**config.mk**
```make
export PLATFORM = sky130hd
export DESIGN_NAME = ica_top
export DESIGN_NICKNAME = d
export VERILOG_FILES = /design/src/hdl/ica_pkg.sv /design/src/hdl/ica_sign_sel.sv /design/src/hdl/ica_top.sv
export SDC_FILE = /design/constraint.sdc
export NUM_CORES = 1
export LEC_CHECK = 0
export ABC_AREA = 1
export BUFFER_PORTS_ARGS = -buffer_cell sky130_fd_sc_hd__buf_2
export CAP_MARGIN = 20
export CORE_MARGIN = 1
export CORE_UTILIZATION = 60
export CTS_BUF_LIST = sky130_fd_sc_hd__clkbuf_4
export DETAILED_ROUTE_END_ITERATION = 8
export PLACE_DENSITY = 0.8
export SETUP_SLACK_MARGIN = 0.5
export SKIP_CTS_REPAIR_TIMING = 1
export SYNTH_ARGS = -nofsm -noshare
export SYNTH_HDL_FRONTEND = slang
export SYNTH_SLANG_ARGS = --single-unit
```
**constraint.sdc**
```tcl
create_clock -name i_clk -period 4.45 [get_ports i_clk]
set_clock_uncertainty 0.1 [all_clocks]
set_input_delay 0.2225 -clock i_clk [delete_from_list [all_inputs] [get_ports i_clk]]
set_output_delay 0.2225 -clock i_clk [all_outputs]
set_load 0.01 [all_outputs]
```
**src/hdl/ica_pkg.sv**
```systemverilog
package ica_pkg;

  // Register addresses (8-bit register space)
  localparam logic [7:0] ADDR_SLOT_A_POL = 8'h17;
  localparam logic [7:0] ADDR_SLOT_B_POL = 8'h1d;
  localparam logic [7:0] ADDR_SIGN_MATH = 8'h58;
  localparam logic [7:0] ADDR_SLOT_A_CNT = 8'h31;
  localparam logic [7:0] ADDR_SLOT_B_CNT = 8'h36;

  localparam logic [15:0] RST_REG = 16'h0000;

  // Field positions
  localparam int POL_LSB = 0;
  localparam int POL_W = 4;
  localparam int A12_LSB = 1;
  localparam int B12_LSB = 5;
  localparam int A34_LSB = 8;
  localparam int B34_LSB = 10;
  localparam int SIGN_W = 2;
  localparam int CNT_LSB = 8;
  localparam int CNT_W = 8;

  localparam int ADC_W = 14;
  localparam int ACC_W = 27;

  typedef enum logic {ICA_SLOT_A, ICA_SLOT_B} ica_slot_t;

  // One digitized pulse result handed in by the converter
  typedef struct packed {
    logic valid;
    logic [13:0] data;
  } ica_pulse_t;

  // Register write strobe with address and data
  typedef struct packed {
    logic wr;
    logic [7:0] addr;
    logic [15:0] wdata;
  } ica_reg_wr_t;

endpackage : ica_pkg

```
**src/hdl/ica_sign_sel.sv**
```systemverilog
`timescale 1ns/10ps
`default_nettype none

// Selects the polarity bit and the add/subtract sign for one pulse position
module ica_sign_sel
(
  input wire logic [1:0] i_pos,
  input wire logic [3:0] i_pattern,
  input wire logic [1:0] i_pair12,
  input wire logic [1:0] i_pair34,
  output logic o_reverse,
  output logic o_subtract
);

  always_comb
  begin
    o_reverse = i_pattern[i_pos];
    // pair encoding: high bit is first, low bit second
    case (i_pos)
      2'd0: o_subtract = i_pair12[1];
      2'd1: o_subtract = i_pair12[0];
      2'd2: o_subtract = i_pair34[1];
      2'd3: o_subtract = i_pair34[0];
      default: o_subtract = 1'b0;
    endcase
  end

endmodule // ica_sign_sel

`default_nettype wire

```
**src/hdl/ica_top.sv**
```systemverilog
// Function
// - Integrator on/off phase switches in step with every light pulse.
// - Slot A pulse polarity comes from a 4-bit pattern, bit 0 first pulse.
// - Slot B has its own 4-bit polarity pattern, bit n for pulse n+1.
// - Pattern bit 0 gives normal order; 1 reverses the integration order.
// - The same pattern repeats for every later group of four pulses.
// - Each pulse result is added or subtracted into the sample per controls.
// - Slot B bits 11:10 sign pulses three and four, 00 add both.
// - Slot A bits 9:8 sign pulses three and four, same encoding.
// - Pulses one and two signed by bits 2:1 (A) and 6:5 (B).
// - Sign controls apply at matching positions of every four-pulse group.
// - Pair12 encoding: 00 add, 01 add/sub, 10 sub/add, 11 sub both.
// - Pulses per sample come from 8-bit count fields at bits 15:8.
`timescale 1ns/10ps
`default_nettype none

module ica_top
(
  input wire logic i_clk,
  input wire logic i_sys_rst,
  input wire ica_pkg::ica_reg_wr_t i_reg_wr,
  input wire logic i_reg_rd,
  input wire logic [7:0] i_reg_raddr,
  input wire logic i_sample_start,
  input wire ica_pkg::ica_slot_t i_slot,
  input wire logic i_pulse_start,
  input wire ica_pkg::ica_pulse_t i_pulse,
  output logic [15:0] o_reg_rdata,
  output logic o_integ_reverse,
  output logic o_integ_phase,
  output logic o_busy,
  output logic o_sample_valid,
  output logic [26:0] o_sample,
  output ica_pkg::ica_slot_t o_sample_slot
);

  logic [15:0] slot_a_integration_polarity;
  logic [15:0] slot_b_integration_polarity;
  logic [15:0] pulse_sign_math_control;
  logic [15:0] slot_a_pulse_count_reg;
  logic [15:0] slot_b_pulse_count_reg;

  ica_pkg::ica_slot_t slot;
  logic [7:0] pulses_left;
  logic [1:0] pos;
  logic [26:0] acc;

  logic [3:0] slot_a_polarity_pattern;
  logic [3:0] slot_b_polarity_pattern;
  logic [1:0] slot_a_pair12_sign;
  logic [1:0] slot_b_pair12_sign;
  logic [1:0] slot_a_pair34_sign;
  logic [1:0] slot_b_pair34_sign;
  logic [3:0] cur_pattern;
  logic [1:0] cur_pair12;
  logic [1:0] cur_pair34;
  logic cur_reverse;
  logic cur_subtract;
  logic [26:0] pulse_ext;
  logic [26:0] next_acc;
  logic [7:0] start_count;
  logic last_pulse;

  assign slot_a_polarity_pattern =
    slot_a_integration_polarity[ica_pkg::POL_LSB +: ica_pkg::POL_W];
  assign slot_b_polarity_pattern =
    slot_b_integration_polarity[ica_pkg::POL_LSB +: ica_pkg::POL_W];
  assign slot_a_pair12_sign =
    pulse_sign_math_control[ica_pkg::A12_LSB +: ica_pkg::SIGN_W];
  assign slot_b_pair12_sign =
    pulse_sign_math_control[ica_pkg::B12_LSB +: ica_pkg::SIGN_W];
  assign slot_a_pair34_sign =
    pulse_sign_math_control[ica_pkg::A34_LSB +: ica_pkg::SIGN_W];
  assign slot_b_pair34_sign =
    pulse_sign_math_control[ica_pkg::B34_LSB +: ica_pkg::SIGN_W];

  // Register writes
  always_ff @(posedge i_clk)
  begin
    if (i_sys_rst)
    begin
      slot_a_integration_polarity <= ica_pkg::RST_REG;
      slot_b_integration_polarity <= ica_pkg::RST_REG;
      pulse_sign_math_control <= ica_pkg::RST_REG;
      slot_a_pulse_count_reg <= ica_pkg::RST_REG;
      slot_b_pulse_count_reg <= ica_pkg::RST_REG;
    end
    else if (i_reg_wr.wr)
    begin
      case (i_reg_wr.addr)
        ica_pkg::ADDR_SLOT_A_POL:
          slot_a_integration_polarity <= i_reg_wr.wdata;
        ica_pkg::ADDR_SLOT_B_POL:
          slot_b_integration_polarity <= i_reg_wr.wdata;
        ica_pkg::ADDR_SIGN_MATH: pulse_sign_math_control <= i_reg_wr.wdata;
        ica_pkg::ADDR_SLOT_A_CNT: slot_a_pulse_count_reg <= i_reg_wr.wdata;
        ica_pkg::ADDR_SLOT_B_CNT: slot_b_pulse_count_reg <= i_reg_wr.wdata;
        default:
        begin
        end
      endcase
    end
  end

  // Register reads, one cycle latency; unmapped reads as zero
  always_ff @(posedge i_clk)
  begin
    if (i_sys_rst)
      o_reg_rdata <= ica_pkg::RST_REG;
    else if (i_reg_rd)
    begin
      case (i_reg_raddr)
        ica_pkg::ADDR_SLOT_A_POL: o_reg_rdata <= slot_a_integration_polarity;
        ica_pkg::ADDR_SLOT_B_POL: o_reg_rdata <= slot_b_integration_polarity;
        ica_pkg::ADDR_SIGN_MATH: o_reg_rdata <= pulse_sign_math_control;
        ica_pkg::ADDR_SLOT_A_CNT: o_reg_rdata <= slot_a_pulse_count_reg;
        ica_pkg::ADDR_SLOT_B_CNT: o_reg_rdata <= slot_b_pulse_count_reg;
        default: o_reg_rdata <= ica_pkg::RST_REG;
      endcase
    end
  end

  always_comb
  begin
    if (slot == ica_pkg::ICA_SLOT_B)
    begin
      cur_pattern = slot_b_polarity_pattern;
      cur_pair12 = slot_b_pair12_sign;
      cur_pair34 = slot_b_pair34_sign;
    end
    else
    begin
      cur_pattern = slot_a_polarity_pattern;
      cur_pair12 = slot_a_pair12_sign;
      cur_pair34 = slot_a_pair34_sign;
    end
  end

  ica_sign_sel u_sign_sel
  (
    .i_pos(pos),
    .i_pattern(cur_pattern),
    .i_pair12(cur_pair12),
    .i_pair34(cur_pair34),
    .o_reverse(cur_reverse),
    .o_subtract(cur_subtract)
  );

  assign start_count = (i_slot == ica_pkg::ICA_SLOT_B) ?
    slot_b_pulse_count_reg[ica_pkg::CNT_LSB +: ica_pkg::CNT_W] :
    slot_a_pulse_count_reg[ica_pkg::CNT_LSB +: ica_pkg::CNT_W];

  assign pulse_ext = {{(ica_pkg::ACC_W - ica_pkg::ADC_W){1'b0}},
    i_pulse.data};
  assign last_pulse = (pulses_left == 8'h01);

  // signed accumulation; all-zero controls only add
  always_comb
  begin
    if (cur_subtract)
      next_acc = acc - pulse_ext;
    else
      next_acc = acc + pulse_ext;
  end

  // Sample sequencing
  always_ff @(posedge i_clk)
  begin
    if (i_sys_rst)
    begin
      slot <= ica_pkg::ICA_SLOT_A;
      pulses_left <= 8'h00;
      pos <= 2'h0;
      acc <= 27'h0000000;
      o_busy <= 1'b0;
    end
    else if (i_sample_start && !o_busy)
    begin
      slot <= i_slot;
      pulses_left <= start_count;
      pos <= 2'h0;
      acc <= 27'h0000000;
      // A zero pulse count starts nothing
      o_busy <= (start_count != 8'h00);
    end
    else if (o_busy && i_pulse.valid)
    begin
      acc <= next_acc;
      pos <= pos + 2'h1;
      pulses_left <= pulses_left - 8'h01;
      if (last_pulse)
        o_busy <= 1'b0;
    end
  end

  // Finished sample output, pulse for one cycle
  always_ff @(posedge i_clk)
  begin
    if (i_sys_rst)
    begin
      o_sample_valid <= 1'b0;
      o_sample <= 27'h0000000;
      o_sample_slot <= ica_pkg::ICA_SLOT_A;
    end
    else
    begin
      o_sample_valid <= o_busy && i_pulse.valid && last_pulse;
      if (o_busy && i_pulse.valid && last_pulse)
      begin
        o_sample <= next_acc;
        o_sample_slot <= slot;
      end
    end
  end

  always_ff @(posedge i_clk)
  begin
    if (i_sys_rst)
    begin
      o_integ_reverse <= 1'b0;
      o_integ_phase <= 1'b0;
    end
    else if (o_busy && i_pulse_start)
    begin
      o_integ_reverse <= cur_reverse;
      o_integ_phase <= 1'b1;
    end
    else if (o_busy && i_pulse.valid)
      o_integ_phase <= 1'b0;
    else if (!o_busy)
      o_integ_phase <= 1'b0;
  end

endmodule // ica_top

`default_nettype wire

```
# After elaboration in Yosys (flattened, before gate mapping)
# Index checks and enable logic that the tools add are counted.
# op_classes
order_cmp	1
bitwise_logic	0
n_mul	0
add_sub_neg	4
muxes	17
n_eq_ne	15
div	0
reduce_logical	16
shifts	0
# op_table
operator	count
case mux 16 bit (5 select lines)	1
== test 8 x 5 -> 1 bit, second input constant	4
== test 8 x 6 -> 1 bit, second input constant	4
adder 27 x 14 -> 27 bit	1
2-to-1 mux 27 bit	1
subtractor 27 x 14 -> 27 bit	1
2-to-1 mux 8 bit	3
== test 8 x 7 -> 1 bit, second input constant	2
AND reduction 2 bit	6
== test 8 x 1 -> 1 bit, second input constant	1
nonzero test 8 bit	1
subtractor 8 x 1 -> 8 bit, second input constant	1
2-to-1 mux 1 bit	7
== test 2 bit, second input constant	2
logical AND 1 bit	4
2-to-1 mux 2 bit	2
2-to-1 mux 4 bit	1
case mux 1 bit (4 select lines)	1
nonzero test 2 bit	2
< comparator 2 x 3 -> 1 bit, second input constant	1
!= test 3 x 1 -> 1 bit, second input constant	1
adder 2 x 1 -> 2 bit, second input constant	1
binary-select mux 1 bit (select 2 bit)	1
== test 2 x 1 -> 1 bit, second input constant	1
3 further kinds	3
# totals
reg_bits	166
mem_bits_ro	0
latch_bits	0
out_inout_bits	48
wordCells	69
mem_count	0
ramBits	0

# Longest topological paths before layout
# depth
word_depth	4
ltp_mapped	26

# Modules after synthesis
# A second synthesis with hierarchy kept.
# unflattened
cells_unflattened	1463
hier_area_um2	9620.5
# modules_own_cells
mod	cells_per_inst	area_each_um2	instances
ica_top	1439	9525.4	1
ica_sign_sel	24	95.1	1

# Worst setup path before layout
# No wires, ideal clock.
# synth_timing
kind	reg2reg
from	register pos[0]
to	register acc[18]
arrival_time_ns	2.647
stages_incl_launch_ff	22
setup_time_ns	0.109
slack_ns	1.594
cell_sequence	dfxtp_1 > inv_1 > ha_1 > a21oi_1 > nand2_1 > nand3_4 > nand2_8 > inv_4 > buf_6 > nand2_1 > xor2_1 > ha_1 > nand2_1 > inv_1 > a21oi_2 > nand3_1 > nand2_1 > inv_1 > o21bai_1 > nand3_1 > nand2_1 > inv_1
# synth_via
elab_chain_cells	3
word_cells_on_any_way	6
cone_classes	eq/ne: 3; mux: 2; reduce/logical: 1
# synth_lines
item	line	text
from (decl)	ica_top.sv:45	logic [1:0] pos;
from (signal assigned)	ica_top.sv:189	pos <= pos + 2'h1;
== test 2 bit, or another cell as far along	ica_sign_sel.sv:19	case (i_pos)
case mux 1 bit (4 select lines) *	ica_sign_sel.sv:19	
2-to-1 mux 27 bit *	ica_top.sv:160	if (cur_subtract)
to (signal assigned)	ica_top.sv:188	acc <= next_acc;
to (decl)	ica_top.sv:46	logic [26:0] acc;
# Every way passes the cells marked *; elsewhere a longest branch is shown, timed or not.
# A chain may end at the register's enable or synchronous reset.

# Final worst setup path
# layout_timing
from	register pos[0]
to	register o_sample[11]
# layout_via
elab_chain_cells	3
word_cells_on_any_way	6
cone_classes	eq/ne: 3; mux: 2; reduce/logical: 1
# layout_lines
item	line	text
== test 2 bit, or another cell as far along	ica_sign_sel.sv:19	
case mux 1 bit (4 select lines) *	ica_sign_sel.sv:19	
2-to-1 mux 27 bit *	ica_top.sv:160	
to (signal assigned)	ica_top.sv:210	o_sample <= next_acc;
to (decl)	ica_top.sv:33	output logic [26:0] o_sample,
# Marked as above.

==> flow_summary.yaml <==
floorplan:
  die_width_microns: 126.0
  die-height_microns: 126.0
  start_util_pct: 62.53
  placementRows: 44
  area_of_the_die_sq_mm: 0.01588
  boundaryPins: 102
  core_region_area_sq_mm: 0.01475
synth:
  synth_edf_count: 0
  postSynthAreaPerCell_sq_um: 6.647
  postSynthCellCount: 1388
  ys_top_cells_by_area: "sky130_fd_sc_hd__dfxtp_1 (36%), sky130_fd_sc_hd__nand2_1 (12%), sky130_fd_sc_hd__o21ai_0 (7.9%)"
  synth_sequential_area_ratio_pct: 36.02
  synth.ff_latch_count: 166
  async_flop_share_pct: 0
  yosysUniqueCellTypes: 47
  synth.yosys.warnings: 0
  synthDominantAreaCellType: "sky130_fd_sc_hd__dfxtp_1"
  yosys.area.top_type_share_pct: 36.02
  postSynthNetCount: 1476
  synth.cell_area_sq_mm: 0.009226
  postSynth.topFlopCell: "sky130_fd_sc_hd__dfxtp_1"
timing:
  finalSetupTns_ns: 0
  headroom_to_the_max_slew_limit_pct: 20.99
  unrepaired_setup_endpoints_after_global_routing: "false"
  max_freq_mhz: 290.9
  tightestPinTransition_ns: 1.176
  final.min_clock_period_ns: 3.438
  period_share_pct: 77.25
  report.final.hold_viol_count: 0
  finalMaxSlewViolations: 0
  setup_violations: 0
  post_layout_worst_setup_margin_ns: 1.012
finish:
  design_area_sq_mm: 0.01024
  final_layout_size_suffix_gt1_share_pct: 11.24
  largestRegisters: "acc (27), o_sample (27)"
  layout.cells.most_common_list: "sky130_fd_sc_hd__nand2_1 (305), sky130_fd_sc_hd__inv_1 (174), sky130_fd_sc_hd__nor2_1 (169)"
  area_growth_pct: 11.03
  final_common_cell: "sky130_fd_sc_hd__nand2_1"
  final_nets: 1569
clock_network:
  numCtsBuffers: 17
  tritoncts: "built"
  cts_buffer_depth: 2
  root_buffer_master: "sky130_fd_sc_hd__clkbuf_4"
  clkLatencyLatePin_ns: 0.59
  clock_tree.htree_level_count: 4
  clkSlewWorstSetupHoldPaths_ns: 0.14
  numClockSinks: 166
global_route:
  grt_antenna_before_repair: 1
  grt.overflow.total: 0
  grt_pass1_wl_microns: 40060
  grt_pass1_vias: 8475
  grt.total_usage_pct: 31.70
  grt_start_max_net_pins: 51
detailed_routing:
  wl_met1_microns: 10660
  wl_met3_microns: 1310
  antenna_violating_nets_post_route: 0
  route.final.wire_length_microns: 24690
  top_signal_layer_used: "met4"
  initialDrtViolationCount: 665
  route.vias.total: 9182
  met2_wire_len_microns: 12030
  drt-wirelength-per-cell_microns: 14.70
  vias_per_cell: 5.465
  first_pass_iters: 7
  drc: 0
pwr:
  p_sw_uw: 981.4
  power_report.internal_total_uw: 2143
  worst_case_vdd_ir_drop_v: 0.0002299
  p_leak_uw: 0.005120
  pwr-share-seq_pct: 49.8
  power.switching_fraction_pct: 31.41
  clock_power_share_pct: 31.4
  cellPowerDensity_mw_per_mm2: 305.0
  power_frac_comb_pct: 18.8
worst_setup_path:
  worst-path-max-fanout: 13
  timing.critical_path.arrival_ns: 3.83
  timing.rr.end: "o_sample[11]"
  critical_path_class: "register to register"
  worst_flop_to_flop_path_startpoint: "pos[0]"
  r2r_slack_ns: 1.01
  timing.critical_path.from: "pos[0]"
  end_kind: "register"
  reg2regPathDepth: 20
  worst_setup_path_endpoint: "o_sample[11]"
  critical_path_required_ns: 4.84
  worst_setup_path_start_kind: "register"
worst_hold_path:
  hold_path.class: "input pin to register"
run_status:
  run_status: "finished, final reports clean"
placed_design:
  routabilityCongestion: 0.9727
  post-dp-hpwl_microns: 17590
  placed_cell_area_sq_mm: 0.009719
  placement.setup.worst_slack_ns: 1.090
  placement.io_buffers: 101
run:
  cap_violations: 0
[power by group through the flow]
stage	Clock (uW)	Sequential, uW	Combinational [uW]
global route	1060	1560	658
finish	981	1560	588
CTS	992	1560	568
floorplan	0	1590	407
detailed placement	0	1590	564
global placement	0	1590	557
[cells in the mapped netlist (6+ instances only)]
master,instances
sky130_fd_sc_hd__a21oi_1,139
sky130_fd_sc_hd__buf_2,15
sky130_fd_sc_hd__buf_4,7
sky130_fd_sc_hd__clkbuf_1,25
sky130_fd_sc_hd__dfxtp_1,166
sky130_fd_sc_hd__ha_1,33
sky130_fd_sc_hd__inv_1,175
sky130_fd_sc_hd__nand2_1,305
sky130_fd_sc_hd__nand3_1,84
sky130_fd_sc_hd__nand4_1,12
sky130_fd_sc_hd__nor2_1,169
sky130_fd_sc_hd__nor3_1,8
sky130_fd_sc_hd__o211ai_1,8
sky130_fd_sc_hd__o21ai_0,146
sky130_fd_sc_hd__o21bai_1,6
sky130_fd_sc_hd__xnor2_1,9
sky130_fd_sc_hd__xor2_1,20
[area by class of cell]
cell class | count | area, sq um
clock buffers | 19 | 142.6
repair buffers | 127 | 753.2
flip-flops and latches | 166 | 3323
clock inverters | 13 | 166.4
multi-input cells | 985 | 4922
inverters | 184 | 700.7
diodes | 2 | 5.005
well taps | 184 | 230.2
fillers | 1332 | 4511
[logic make-up (layout without fill, tap and decap cells)]
logic type,count (synthesis),after routing,share of synthesized area (%)
simple gates,605,605,27.65
compound gates,317,317,18.24
buf+inv,237,343,10.65
flops,166,166,36.02
fa+ha+maj,34,34,4.692
xor+xnor,29,29,2.753
other cells,0,2,0
[metrics by stage]
step	hold slack (ns)	utilization (%)	total power, uW	std cells
3_5_place_dp	0.3496	65.88	2151	1625
5_1_grt	0.005620	69.43	3281	1680
3_3_place_gp	0.3386	65.88	2144	1625
2_1_floorplan	0.2399	-	1992	1388
6_report	0.007835	69.43	3124	1680
4_1_cts	-0.2702	67.97	3115	1657
[worst min path at each step]
stage               cells after the start                      start                         end  slack, ns
floorplan                               2              i_pulse_start               o_integ_phase       0.24
global placement                        2  slot_b_pulse_count_reg[0]   slot_b_pulse_count_reg[0]       0.34
detailed placement                      2  slot_a_pulse_count_reg[0]   slot_a_pulse_count_reg[0]       0.35
CTS                                     3              i_pulse_start               o_integ_phase      -0.27
global route                            4               i_reg_wr[16]  pulse_sign_math_control[2]      0.006
finish                                  4               i_reg_wr[17]  pulse_sign_math_control[2]      0.008
[routing by layer]
metal | vias to the layer above | global-route usage [%]
met1 | 4182 | 38.41
met2 | 275 | 54.79
met4 | 0 | 14.03
met5 | - | 0
li1 | 4676 | -
met3 | 49 | 5.820
[worst max-delay path: stages (launching register included)]
cell and delay, ns:
sky130_fd_sc_hd__dfxtp_1 0.47, sky130_fd_sc_hd__inv_1 0.13, sky130_fd_sc_hd__ha_1 0.23, sky130_fd_sc_hd__a21oi_1 0.14, sky130_fd_sc_hd__nand2_1 0.11, sky130_fd_sc_hd__nand3_4 0.13
sky130_fd_sc_hd__nand2_8 0.09, sky130_fd_sc_hd__inv_4 0.13, sky130_fd_sc_hd__o21ai_0 0.13, sky130_fd_sc_hd__xor2_1 0.18, sky130_fd_sc_hd__ha_1 0.35, sky130_fd_sc_hd__a21oi_1 0.30
sky130_fd_sc_hd__nor2_1 0.07, sky130_fd_sc_hd__nor2_1 0.09, sky130_fd_sc_hd__nand2_1 0.14, sky130_fd_sc_hd__nand2_1 0.10, sky130_fd_sc_hd__nand2_1 0.06, sky130_fd_sc_hd__xnor2_1 0.19
sky130_fd_sc_hd__nand2_1 0.08, sky130_fd_sc_hd__nand2_1 0.09, sky130_fd_sc_hd__inv_1 0.03
No activity file was read; power rests on OpenSTA's default activity.
